## config.mk

```make
export PLATFORM = sky130hd
export DESIGN_NAME = single_channel_pwm
export DESIGN_NICKNAME = d
export VERILOG_FILES = /design/src/single_channel_pwm_pkg.sv /design/src/single_channel_pwm.sv
export VERILOG_INCLUDE_DIRS = /design/src
export SDC_FILE = /design/constraint.sdc
export NUM_CORES = 1
export LEC_CHECK = 0
export ABC_CLOCK_PERIOD_IN_PS = 4200
export BUFFER_PORTS_ARGS = -buffer_cell sky130_fd_sc_hd__buf_2
export CORE_MARGIN = 1.5
export CORE_UTILIZATION = 54
export CTS_BUF_LIST = sky130_fd_sc_hd__clkbuf_4 sky130_fd_sc_hd__clkbuf_8
export DETAILED_ROUTE_END_ITERATION = 8
export GPL_TIMING_DRIVEN = 0
export PLACE_DENSITY_LB_ADDON = 0.3
export SYNTH_ARGS = -nofsm -noshare
export SYNTH_HDL_FRONTEND = slang
export SYNTH_SLANG_ARGS = --single-unit
```

## constraint.sdc

```tcl
create_clock -name clk -period 4.2 [get_ports clk]
set_input_delay 0.21 -clock clk [delete_from_list [all_inputs] [get_ports clk]]
set_output_delay 0.21 -clock clk [all_outputs]
set_load 0.02 [all_outputs]
```

## src/pwm_cfg.svh

```systemverilog
// Register offsets, field positions and reset values of the single channel modulator.
// Assumes it is included by bare name from the design module.
`ifndef PWM_CFG_SVH
`define PWM_CFG_SVH

`define PWM_CTRL_ADDR 8'h2D
`define PWM_DUTY_ADDR 8'h2E
`define PWM_PERIOD_ADDR 8'h2F

`define PWM_RUN_BIT 7
`define PWM_POL_BIT 6
`define PWM_CYCLE_BIT 4
`define PWM_RATE_MSB 3
`define PWM_RATE_LSB 0

`define PWM_CTRL_RST 8'h00
`define PWM_DUTY_RST 8'h00
`define PWM_PERIOD_RST 8'hFF
`define PWM_RATE_RST 4'h0

`define PWM_ACC_STEP 10'h002
`define PWM_ACC_RST 10'h000

`endif

```

## src/single_channel_pwm_pkg.sv

```systemverilog
// Types shared by the single channel modulator and its users.
// Assumes nothing of its surroundings.
package single_channel_pwm_pkg;

    typedef struct packed {
        logic [7:0] addr;
        logic [7:0] wrData;
        logic wrStrobe;
        logic rdStrobe;
    } reg_req_t;

    typedef enum logic [1:0] {
        ST_IDLE = 2'b00,
        ST_RUN = 2'b01,
        ST_HALT = 2'b10
    } mod_state_t;

endpackage

```

## src/single_channel_pwm.sv

```systemverilog
// Single channel pulse width modulator with control, duty and period registers.
// Assumes a single 20 MHz clock, synchronous inputs and a master that never overlaps strobes.
//
// How it works
// - Frame is modulator clock over period plus one.
// - Period spans one to 256 modulator clocks.
// - Eight-bit duty and period registers exist.
// - Zero duty inactive; full values give 255/256.
// - Polarity set with zero duty gives constant high.
// - Control bit 7 runs or stops the modulator.
// - Setting run starts generation at once.
// - Polarity chooses high or low active pulse.
// - Duty write copies polarity into shadow bit.
// - New values load at start or cycle end.
// - Cycle-end reload sets cycle flag; writing one clears.
// - Rate field picks one of sixteen divisors.
// - Duty above period holds output passive.
// - Period writes apply after current cycle.
// - All registers readable and writable anytime.
// - Wait mode leaves the modulator running.
// - Stop mode freezes and abandons the pulse.
// - Reset clears controls, zero duty, output high.
`timescale 1ns/1ps
`include "pwm_cfg.svh"

module single_channel_pwm #(
    parameter int DATA_W = 8,
    parameter int RATE_W = 4
) (
    input wire logic clk, // System clock, 20 MHz.
    input wire logic srst, // Synchronous reset, active high.
    input wire single_channel_pwm_pkg::reg_req_t regReq, // Register access request.
    output logic [DATA_W-1:0] rdData, // Read data, valid the cycle after a read.
    input wire logic stopMode, // High while the oscillator is halted.
    output logic pwmOut // Modulated output.
);

    logic runQ;
    logic polQ;
    logic cycleQ;
    logic [RATE_W-1:0] rateQ;
    logic [DATA_W-1:0] dutyQ;
    logic [DATA_W-1:0] periodQ;
    logic polShadowQ;
    logic [DATA_W-1:0] dutyActQ;
    logic [DATA_W-1:0] periodActQ;
    logic polActQ;
    logic [DATA_W-1:0] cntQ;
    logic [9:0] accQ;
    logic [9:0] accSum;
    logic [9:0] divHalf;
    single_channel_pwm_pkg::mod_state_t stateQ;
    single_channel_pwm_pkg::mod_state_t stateD;
    logic pwmOutQ;
    logic pwmOutD;
    logic [DATA_W-1:0] rdDataQ;
    logic [DATA_W-1:0] ctrlView;
    logic wrCtrl;
    logic wrDuty;
    logic wrPeriod;
    logic startEvt;
    logic tick;
    logic cycleEnd;
    logic activePhase;

    assign wrCtrl = regReq.wrStrobe && (regReq.addr == `PWM_CTRL_ADDR);
    assign wrDuty = regReq.wrStrobe && (regReq.addr == `PWM_DUTY_ADDR);
    assign wrPeriod = regReq.wrStrobe && (regReq.addr == `PWM_PERIOD_ADDR);

    // Divisor expressed in half oscillator clocks so that 1.5 stays exact.
    always_comb begin
        case (rateQ)
            4'h0: divHalf = 10'h002;
            4'h1: divHalf = 10'h003;
            4'h2: divHalf = 10'h004;
            4'h3: divHalf = 10'h006;
            4'h4: divHalf = 10'h008;
            4'h5: divHalf = 10'h00C;
            4'h6: divHalf = 10'h010;
            4'h7: divHalf = 10'h018;
            4'h8: divHalf = 10'h020;
            4'h9: divHalf = 10'h030;
            4'hA: divHalf = 10'h040;
            4'hB: divHalf = 10'h060;
            4'hC: divHalf = 10'h080;
            4'hD: divHalf = 10'h0C0;
            4'hE: divHalf = 10'h100;
            4'hF: divHalf = 10'h180;
            default: divHalf = 10'h002;
        endcase
    end

    // The rate field is used live, so a change mid cycle bends the current frame.
    assign accSum = accQ + `PWM_ACC_STEP;
    assign tick = (stateQ == single_channel_pwm_pkg::ST_RUN) && !stopMode && (accSum >= divHalf);
    assign cycleEnd = tick && (cntQ == periodActQ);
    assign startEvt = (stateQ == single_channel_pwm_pkg::ST_IDLE) && runQ && !stopMode;

    always_comb begin
        stateD = stateQ;
        case (stateQ)
            single_channel_pwm_pkg::ST_IDLE: begin
                if (startEvt) begin
                    stateD = single_channel_pwm_pkg::ST_RUN;
                end
            end
            single_channel_pwm_pkg::ST_RUN: begin
                if (!runQ) begin
                    stateD = single_channel_pwm_pkg::ST_IDLE;
                end else if (stopMode) begin
                    stateD = single_channel_pwm_pkg::ST_HALT;
                end
            end
            single_channel_pwm_pkg::ST_HALT: begin
                if (!stopMode) begin
                    stateD = single_channel_pwm_pkg::ST_IDLE;
                end
            end
            default: stateD = single_channel_pwm_pkg::ST_IDLE;
        endcase
    end

    always_ff @(posedge clk) begin
        if (srst) begin
            stateQ <= single_channel_pwm_pkg::ST_IDLE;
        end else begin
            stateQ <= stateD;
        end
    end

    // Control register; wait mode has no input because it changes nothing here.
    always_ff @(posedge clk) begin
        if (srst) begin
            runQ <= 1'b0;
            polQ <= 1'b0;
            rateQ <= `PWM_RATE_RST;
        end else if (wrCtrl) begin
            runQ <= regReq.wrData[`PWM_RUN_BIT];
            polQ <= regReq.wrData[`PWM_POL_BIT];
            rateQ <= regReq.wrData[`PWM_RATE_MSB:`PWM_RATE_LSB];
        end
    end

    // A reload in the same cycle as a clearing write keeps the flag set.
    always_ff @(posedge clk) begin
        if (srst) begin
            cycleQ <= 1'b0;
        end else if (cycleEnd) begin
            cycleQ <= 1'b1;
        end else if (wrCtrl && regReq.wrData[`PWM_CYCLE_BIT]) begin
            cycleQ <= 1'b0;
        end
    end

    always_ff @(posedge clk) begin
        if (srst) begin
            dutyQ <= `PWM_DUTY_RST;
            polShadowQ <= 1'b0;
        end else if (wrDuty) begin
            dutyQ <= regReq.wrData;
            polShadowQ <= polQ;
        end
    end

    always_ff @(posedge clk) begin
        if (srst) begin
            periodQ <= `PWM_PERIOD_RST;
        end else if (wrPeriod) begin
            periodQ <= regReq.wrData;
        end
    end

    // Working copies change only at start or at the end of a frame.
    always_ff @(posedge clk) begin
        if (srst) begin
            dutyActQ <= `PWM_DUTY_RST;
            periodActQ <= `PWM_PERIOD_RST;
            polActQ <= 1'b0;
        end else if (startEvt || cycleEnd) begin
            dutyActQ <= dutyQ;
            periodActQ <= periodQ;
            polActQ <= polShadowQ;
        end
    end

    // Prescaler accumulator; frozen while the oscillator is stopped.
    always_ff @(posedge clk) begin
        if (srst || startEvt) begin
            accQ <= `PWM_ACC_RST;
        end else if (tick) begin
            accQ <= accSum - divHalf;
        end else if ((stateQ == single_channel_pwm_pkg::ST_RUN) && !stopMode) begin
            accQ <= accSum;
        end
    end

    always_ff @(posedge clk) begin
        if (srst || startEvt) begin
            cntQ <= '0;
        end else if (cycleEnd) begin
            cntQ <= '0;
        end else if (tick) begin
            cntQ <= cntQ + 1'b1;
        end
    end

    assign activePhase = (cntQ < dutyActQ) && (dutyActQ <= periodActQ);

    always_comb begin
        pwmOutD = pwmOutQ;
        case (stateQ)
            single_channel_pwm_pkg::ST_IDLE: pwmOutD = 1'b1;
            single_channel_pwm_pkg::ST_HALT: pwmOutD = pwmOutQ;
            single_channel_pwm_pkg::ST_RUN: begin
                if (stopMode) begin
                    pwmOutD = pwmOutQ;
                end else if (polActQ && (dutyActQ == '0)) begin
                    pwmOutD = 1'b1;
                end else if (activePhase) begin
                    pwmOutD = polActQ;
                end else begin
                    pwmOutD = !polActQ;
                end
            end
            default: pwmOutD = 1'b1;
        endcase
    end

    always_ff @(posedge clk) begin
        if (srst) begin
            pwmOutQ <= 1'b1;
        end else begin
            pwmOutQ <= pwmOutD;
        end
    end

    assign ctrlView = {runQ, polQ, 1'b0, cycleQ, rateQ};

    // Read data stands for exactly one cycle; unmapped addresses read zero.
    always_ff @(posedge clk) begin
        if (srst || !regReq.rdStrobe) begin
            rdDataQ <= '0;
        end else begin
            case (regReq.addr)
                `PWM_CTRL_ADDR: rdDataQ <= ctrlView;
                `PWM_DUTY_ADDR: rdDataQ <= dutyQ;
                `PWM_PERIOD_ADDR: rdDataQ <= periodQ;
                default: rdDataQ <= '0;
            endcase
        end
    end

    assign rdData = rdDataQ;
    assign pwmOut = pwmOutQ;

endmodule // single_channel_pwm

```

==> results.txt, run 1 <==
The run finished with clean final reports. The number of max-cap violations came out at 0. The post-cts repair resize count came out at 0.

The TritonCTS sink count is 79. The via count of the first global-routing pass is 3642. The tree is rooted in a sky130_fd_sc_hd__clkbuf_8. The total global routing overflow came out at 0. The post-route minimum period is 3.27 ns. The final routed wirelength across all metal layers is 10.1 mm. The worst setup path is launched from a register. The peak supply drop came out at 231 uV. The combined area of all synthesized cells came out at 0.00436 sq mm. The placer's final routability congestion estimate came out at 0.926. The power per unit of standard cell area is 290 mW/mm^2. The share of cells above drive strength 1 came out at 12.6%. In this run the worst hold path is classified as input port to register. The number of enable-type register cells in the synthesized netlist is 0. The leakage power figure is 2.16 nW. The clock latency on the worst-skew pair is 0.36 ns. The final route contains 3703 vias. The overall track demand over capacity in global routing is 25.0%. The required time at the endpoint of the critical path is 4.48 ns. The number of diodes is 0. The detailed router finished its first iteration with 150 violations. The core region is 0.00777 sq mm.

The post-synthesis cell count came out at 505. The number of clock buffers added by TritonCTS is 9. In the synthesized netlist the dominant register cell turns out to be sky130_fd_sc_hd__dfxtp_1. The total negative slack is 0 ns. TritonCTS built the clock tree. A synthesized cell averages 8.64 sq um.

The net count after synthesis came out at 553. The post-place instance area is 0.00463 sq mm. The slew at the pin closest to its max-slew limit came out at 0.677 ns.

Of all nets on the critical path, the largest fanout is 10. In the final routed layout, each cell accounts on average for 15.5 microns. The timing-limited maximum frequency is 0.305 GHz. No sink is reached through more buffers than the 2 on the longest clock path. The sequential fraction of the synthesis area is 36.2%. The final layout contains 592 nets. The post-synthesis sequential element count is 79. The count of standard-cell rows is 32.

After detailed routing, the number of remaining DRC violations is 0. The number of hold-slack violations in the final timing report came out at 0. The maximum clock skew at final layout came out at 0.0123 ns. Counting distinct cell types in the post-synthesis netlist gives 61. The critical path in this run is classified as register to register. The area growth from synthesis to layout came out at 11.0%. The detail-routed via count per cell is 5.69. The portion of the clock cycle consumed by the worst path in the final layout is 77.9%. The worst setup path is captured at a register.

The die span in x came out at 92.9 microns. The number of antenna violations at the first check in global routing was 0. The H-tree was split into 3 levels. The cell area after layout came out at 0.00484 sq mm. The quantity of hold-fixing buffers added after cts is 0.

Entering global routing, the biggest net connects 17 pins. The final setup violation count came out at 0. The number of pins with negative max-slew slack in the final report is 0. The post-CTS setup repair buffer count is 0. The area of the die came out at 0.00863 sq mm. The number of warnings reported in the yosys synthesis log is 0. The HPWL after detailed placement is 7.59 mm. The arrival time of the worst setup path is 3.56 ns. The first-pass GRT wire length came out at 17.0 mm. The starting density of the core came out at 56.2%. Port buffering added 28 buffers. Headroom to the max-slew limit came out at 54.9%.

The number of detailed-route iterations in the first pass is 4. The top-level I/O count is 30. The proportion of synthesized flip-flops having asynchronous set or reset is 0%. Setup repair after global routing left no endpoint under its margin. The count of nets left with antenna violations once routing finished came out at 0. The clock-pin slew on the worst setup and hold paths is 0.09 ns. The die span in y is 92.9 microns.
[path summary, 6_finish.rpt]
path	startpoint	to	slack (ns)	cells past startpoint
setup / recovery	accQ[2]	dutyActQ[6]	0.93	13
hold / removal	regReq[7]	periodQ[5]	0.08	3
setup reg to reg	accQ[2]	dutyActQ[6]	0.93	13
hold reg to reg	dutyQ[2]	dutyActQ[2]	0.49	2
[worst max-delay path: stages (launching register included)]
cell and delay, ns:
sky130_fd_sc_hd__dfxtp_1 0.37, sky130_fd_sc_hd__ha_1 0.25, sky130_fd_sc_hd__nand3_2 0.18, sky130_fd_sc_hd__or3_1 0.41, sky130_fd_sc_hd__nand2_1 0.09, sky130_fd_sc_hd__ha_1 0.28
sky130_fd_sc_hd__a21oi_1 0.13, sky130_fd_sc_hd__o21ai_0 0.13, sky130_fd_sc_hd__a21o_1 0.30, sky130_fd_sc_hd__or2_4 0.27, sky130_fd_sc_hd__a31oi_2 0.20, sky130_fd_sc_hd__buf_6 0.18
sky130_fd_sc_hd__buf_8 0.16, sky130_fd_sc_hd__mux2i_1 0.22
[kinds of logic (layout without fill, tap and decap cells)]
| kind of cell | after synthesis | count (layout) | share of synthesized area, % |
|---|---|---|---|
| adder cells (fa/ha/maj) | 27 | 27 | 7.92 |
| flip-flops | 79 | 79 | 36.2 |
| AO/OA/AOI/OAI | 88 | 88 | 12.9 |
| buffers and inverters | 52 | 96 | 5.16 |
| AND/OR/NAND/NOR | 183 | 183 | 20.8 |
| multiplexers | 53 | 53 | 12.4 |
| XOR/XNOR | 23 | 23 | 4.62 |
[layout by cell type (no fill, tap or decap), drive strengths merged, types with 10 or more instances in the layout]
master	count
o21ai	29
nand2	44
ha	26
nand3	11
dfxtp	79
mux2i	46
nor3	10
buf	36
nand4	10
clkbuf	22
xor2	10
xnor2	13
nor2	64
inv	34
a21oi	21
[per-layer routing]
layer	GRT usage (%)	share of wire, %
met1	32.4	46
met2	39.8	47
met4	11.1	2.5
met3	5.09	5.3
met5	0	0
[stage by stage]
stage	setup slack (ns)	power [W]	hold slack (ns)	utilization, %	std cells
6_report	0.926	0.00140	0.0825	62.3	651
5_1_grt	0.577	0.00145	0.0773	62.3	651
4_1_cts	0.909	0.00141	0.0740	62.3	651
3_5_place_dp	1.00	0.000819	0.453	59.6	635
3_3_place_gp	1.03	0.000818	0.448	59.6	635
2_1_floorplan	1.34	0.000795	0.338	-	505
[state kept, by name (all words and copies together), names as in the netlist, 2 cells and up]
| register | count |
|---|---|
| accQ | 10 |
| divHalf | 9 |
| cntQ | 8 |
| dutyActQ | 8 |
| dutyQ | 8 |
| periodActQ | 8 |
| periodQ | 8 |
| rdData | 8 |
| rateQ | 4 |
| stateQ | 2 |
[cell usage after synthesis (2+ instances only)]
cell / instances / area [sq um]
sky130_fd_sc_hd__nand2b_1: 7 / 43.8
sky130_fd_sc_hd__nor2b_1: 6 / 37.5
sky130_fd_sc_hd__nor2_1: 64 / 240
sky130_fd_sc_hd__and3_1: 3 / 18.8
sky130_fd_sc_hd__nand2_1: 44 / 165
sky130_fd_sc_hd__ha_1: 26 / 325
sky130_fd_sc_hd__and2_1: 2 / 12.5
sky130_fd_sc_hd__a311oi_1: 2 / 17.5
sky130_fd_sc_hd__clkbuf_1: 13 / 48.8
sky130_fd_sc_hd__buf_4: 2 / 15.0
sky130_fd_sc_hd__or2_2: 2 / 12.5
sky130_fd_sc_hd__buf_2: 3 / 15.0
sky130_fd_sc_hd__o21a_1: 2 / 15.0
sky130_fd_sc_hd__and4_1: 2 / 17.5
sky130_fd_sc_hd__nor3_1: 10 / 50.1
sky130_fd_sc_hd__nand3_1: 9 / 45.0
sky130_fd_sc_hd__a31oi_1: 3 / 18.8
sky130_fd_sc_hd__or3b_1: 2 / 17.5
sky130_fd_sc_hd__nor3b_1: 4 / 30.0
sky130_fd_sc_hd__inv_1: 31 / 116
sky130_fd_sc_hd__a22oi_1: 7 / 52.6
sky130_fd_sc_hd__a21oi_1: 20 / 100
sky130_fd_sc_hd__dfxtp_1: 79 / 1580
sky130_fd_sc_hd__mux2_2: 7 / 78.8
sky130_fd_sc_hd__nor4_1: 3 / 18.8
sky130_fd_sc_hd__nand3b_1: 2 / 15.0
sky130_fd_sc_hd__a21o_1: 4 / 30.0
sky130_fd_sc_hd__nand4_1: 10 / 62.6
sky130_fd_sc_hd__o21ai_0: 27 / 135
sky130_fd_sc_hd__xor2_1: 10 / 87.6
sky130_fd_sc_hd__o211ai_1: 5 / 37.5
sky130_fd_sc_hd__mux2i_1: 46 / 460
sky130_fd_sc_hd__xnor2_1: 13 / 114
sky130_fd_sc_hd__a211oi_1: 4 / 30.0
sky130_fd_sc_hd__or3_1: 4 / 25.0
sky130_fd_sc_hd__a32o_1: 2 / 20.0
[where the power goes]
part	leakage, nW	total, W	switching (W)	internal (W)
sequential	0.637	0.000749	0.000000303	0.000749
clock	0.108	0.000603	0.000315	0.000288
combinational	1.42	0.0000531	0.0000344	0.0000187
[final cells by class]
| cell class | instances | area (sq um) |
|---|---|---|
| well taps | 102 | 128 |
| clock buffers | 9 | 124 |
| repair buffers | 28 | 140 |
| clock inverters | 7 | 87.6 |
| flip-flops and latches | 79 | 1580 |
| inverters | 31 | 116 |
| multi-input cells | 374 | 2560 |
| plain buffers | 21 | 109 |
| fillers | 679 | 2930 |
(Power assumes the default switching activity.)
==> inputs of run 2 (changes only) <==
--- a/config.mk
+++ b/config.mk
@@ -6,7 +6,7 @@
 export SDC_FILE = /design/constraint.sdc
 export NUM_CORES = 1
 export LEC_CHECK = 0
-export ABC_CLOCK_PERIOD_IN_PS = 4200
+export ABC_CLOCK_PERIOD_IN_PS = 2650
 export BUFFER_PORTS_ARGS = -buffer_cell sky130_fd_sc_hd__buf_2
 export CORE_MARGIN = 1.5
 export CORE_UTILIZATION = 54
==> constraint.sdc (replaced) <==
create_clock -name clk -period 2.65 [get_ports clk]
set_input_delay 0.1325 -clock clk [delete_from_list [all_inputs] [get_ports clk]]
set_output_delay 0.1325 -clock clk [all_outputs]
set_load 0.02 [all_outputs]
==> run 2 against run 1 <==
Net effect: the run now ends with setup timing left; final area grew 6.4%; sequential cell count is the same; critical path depth is the same; die area is the same; count of clock-buffer cells in the layout grew 1; clock power grew 46%; non-clock buffer count grew 19; power grew 53%; fmax grew 21%; first-iteration DRC count grew 13%; routed wire length grew 6.9%; setup slack lost 0.98 ns; critical path type unchanged; largest cell class unchanged; largest power group unchanged.
==> results.txt, run 2 (synthesis gave the netlist of run 1 again) <==
The share of cells above drive strength 1 came to 19.6% (+7.0 points). The critical path ends at cntQ[3]. The wire length per cell came out at 16.1 microns (+4.0%). The checks that failed: setup timing. The library cell used most frequently in the layout, excluding fill and tap cells, is sky130_fd_sc_hd__dfxtp_1. The area occupied by multi-input gates was 0.00269 sq mm (+5.3%).

The port buffer count is 28 (unchanged). The area used by sequential logic in the layout came to 0.00160 sq mm (+1.0%). The detailed-routed wire length on met3 is 550 microns (+2.8%).

The number of flip-flops in the largest register came out at 10 (unchanged). The worst slack at placement came out at -0.511 ns (-1.52 ns). The post-route minimum period is 2.70 ns (-0.571 ns).

The relative max-transition margin was 54.5% (-0.34 points). Setup repair after global routing could not meet its margin everywhere. The wire length on met1 is 4.87 mm (+5.7%). The worst setup path is launched from a register.

The clock latency on the worst-skew pair came out at 0.35 ns (about the same). The final setup violation count came to 21 (+21). The HPWL after detailed placement was 7.67 mm (+1.0%). The die span in x came out at 92.9 microns (unchanged). In this run the worst setup path begins at accQ[2]. The number of diodes is 0 (unchanged).

The required time at the endpoint of the critical path was 2.88 ns (-1.60 ns). The number of nets with antenna violations after routing is 0 (unchanged). The starting density of the core came to 56.2% (unchanged). The tree is rooted in a sky130_fd_sc_hd__clkbuf_8. The residual DRC count is 0 (unchanged).

In the layout the commonest cells are 74 x sky130_fd_sc_hd__dfxtp_1, 62 x sky130_fd_sc_hd__nor2_1, 46 x sky130_fd_sc_hd__mux2i_1, 43 x sky130_fd_sc_hd__nand2_1. The total negative slack came out at -0.497 ns (-0.497 ns). The maximum clock skew at final layout was 0.0119 ns (-0.000481 ns). The most flop-heavy register is accQ. The area growth from synthesis to layout is 18.1%. The TritonCTS clock tree is yes.

The number of pins with negative max-slew slack in the final report came out at 0 (unchanged). The leakage power figure is 2.28 nW (+5.4%). The final setup slack of the worst path is -0.0530 ns (-0.979 ns). The area of the die came out at 0.00863 sq mm (unchanged). The die span in y is 92.9 microns (unchanged). The number of detailed-route iterations in the first pass is 5 (+1).

The overall track demand over capacity in global routing came out at 26.3% (+1.3 points). The endpoint identified for the worst register-to-register timing path is cntQ[3]. The via count of the first global-routing pass came out at 3729 (+2.4%).

The number of hold-slack violations in the final timing report is 0 (unchanged). The final routed wirelength across all metal layers is 10.8 mm (+6.9%). The TritonCTS sink count is 79 (unchanged).

The worst setup path is captured at a register. The flow ran to the end, but the final reports show violations. The internal power is 0.00165 W (+57%). The setup slack of the most critical reg-to-reg path came out at -0.05 ns (-0.98 ns). The number of cells on the worst reg-to-reg path came out at 13 (unchanged).

The clock share of power is 40.9% (-2.0 points). The share of power burned in registers was 55.1% (+1.8 points). The switching component of the power is 0.000493 W (+41%). The count of vias placed by the detailed router is 3785 (+2.2%). The slew at the pin closest to its max-slew limit is 0.682 ns (+0.00513 ns). The final net count came out at 611 (+3.2%). The met2 layer wire length in the routed design is 5.07 mm (+8.1%). The pin count of the biggest net entering global routing is 14 (-3).

The share of the core filled with cells in the final layout came out at 66.3% (+4.0 points). The CTS buffer count came out at 9 (unchanged). The timing-limited maximum frequency is 0.370 GHz (+21%). The maximum clock insertion buffer count is 2 (unchanged). The switching share of power is 23.0% (-1.9 points). The detail-routed via count per cell was 5.66 (-0.54%). The arrival time of the worst setup path came out at 2.93 ns (-0.63 ns). The top-level I/O count is 30 (unchanged). Routed signal wires occupy layers up through met4. The number of max-cap violations is 0 (unchanged). The CTS H-tree depth came out at 3 (unchanged). The power per unit of standard cell area is 417 mW/mm^2 (+44%). The overall power is 0.00215 W (+53%). The type of the most critical hold path is input port to register. The total global routing overflow came out at 0 (unchanged). The worst-path maximum fanout is 7 (-3). The number of antenna violations at the first check in global routing came out at 0 (unchanged). The setup path with the least slack is of type register to register. The launching point of the worst reg2reg path is accQ[2]. The clock-pin slew on the worst setup and hold paths is 0.08 ns (about the same).

The DRC violation total after the first TritonRoute iteration came out at 170 (+13%). The peak supply drop is 349 uV (+51%). The fraction of power consumed by combinational cells came out at 4.0% (+0.2 points). The placeable core region came out at 0.00777 sq mm (unchanged).

The layout filler cell count came out at 636 (-6.3%). The first-pass GRT wire length came out at 17.7 mm (+4.3%). The portion of the clock cycle consumed by the worst path in the final layout was 102% (+24 points). The placer's final routability congestion estimate is 0.910 (-1.7%).

The count of standard-cell rows was 32 (unchanged).
==> run 2: area by class of cell <==
class,count,share of cell area [%]
plain buffers,21,2.21
clock buffers,10,2.55
clock inverters,5,1.17
inverters,31,2.26
multi-input cells,374,52.2
flip-flops and latches,79,31.0
well taps,102,2.48
repair buffers,47,6.10
==> run 2: per-layer routing <==
layer | up-vias | track usage [%]
met5 | - | 0
met4 | 0 | 8.96
met3 | 29 | 5.01
met2 | 126 | 44.4
met1 | 1745 | 33.4
li1 | 1885 | -
==> run 2: power by group through the flow <==
stage / logic, W / clock network (W) / registers [W]
final: 0.0000857 / 0.000879 / 0.00118
after global routing: 0.0000928 / 0.000944 / 0.00118
after CTS: 0.0000844 / 0.000894 / 0.00118
after detailed placement: 0.0000834 / 0 / 0.00121
after global placement: 0.0000815 / 0 / 0.00121
after floorplan: 0.0000452 / 0 / 0.00121
==> run 2: worst min path at each step <==
stage,from,to,slack [ns],cells past startpoint
finish,regReq[7],periodQ[5],0.01,3
global route,regReq[7],periodQ[5],0.02,3
CTS,regReq[7],periodQ[5],0.0002,3
detailed placement,regReq[7],periodQ[5],0.37,3
global placement,regReq[7],periodQ[5],0.37,3
floorplan,regReq[2],periodQ[0],0.26,2
==> run 2: critical path: stages (launching register included) <==
cell and delay, ns:
sky130_fd_sc_hd__dfxtp_4 0.38, sky130_fd_sc_hd__ha_4 0.15, sky130_fd_sc_hd__nand3_4 0.11, sky130_fd_sc_hd__or3_4 0.37, sky130_fd_sc_hd__nand2_4 0.07, sky130_fd_sc_hd__ha_4 0.21
sky130_fd_sc_hd__a21oi_2 0.14, sky130_fd_sc_hd__o21ai_2 0.09, sky130_fd_sc_hd__a21o_2 0.22, sky130_fd_sc_hd__buf_4 0.15, sky130_fd_sc_hd__buf_4 0.15, sky130_fd_sc_hd__o211ai_1 0.31
sky130_fd_sc_hd__xor2_1 0.19, sky130_fd_sc_hd__nor2_1 0.05
==> run 2: through the flow <==
| stage | hold WS, ns | cell area (sq um) | instances |
|---|---|---|---|
| after detailed placement | 0.374 | 4670 | 635 |
| after global placement | 0.370 | 4670 | 635 |
| after floorplan | 0.261 | 4410 | 505 |
| final | 0.0141 | 5150 | 669 |
| after CTS | 0.000184 | 5060 | 665 |
| after global routing | 0.0173 | 5150 | 669 |
==> run 2: timing repair <==
| action | in CTS | in global routing |
|---|---|---|
| setup buffers | 14 | 4 |
| gates cloned | 1 | 0 |
| setup endpoints to repair | 36 | 36 |
| hold buffers | 0 | 0 |
| gates resized for setup | 22 | 16 |
| pin swaps | 6 | 12 |
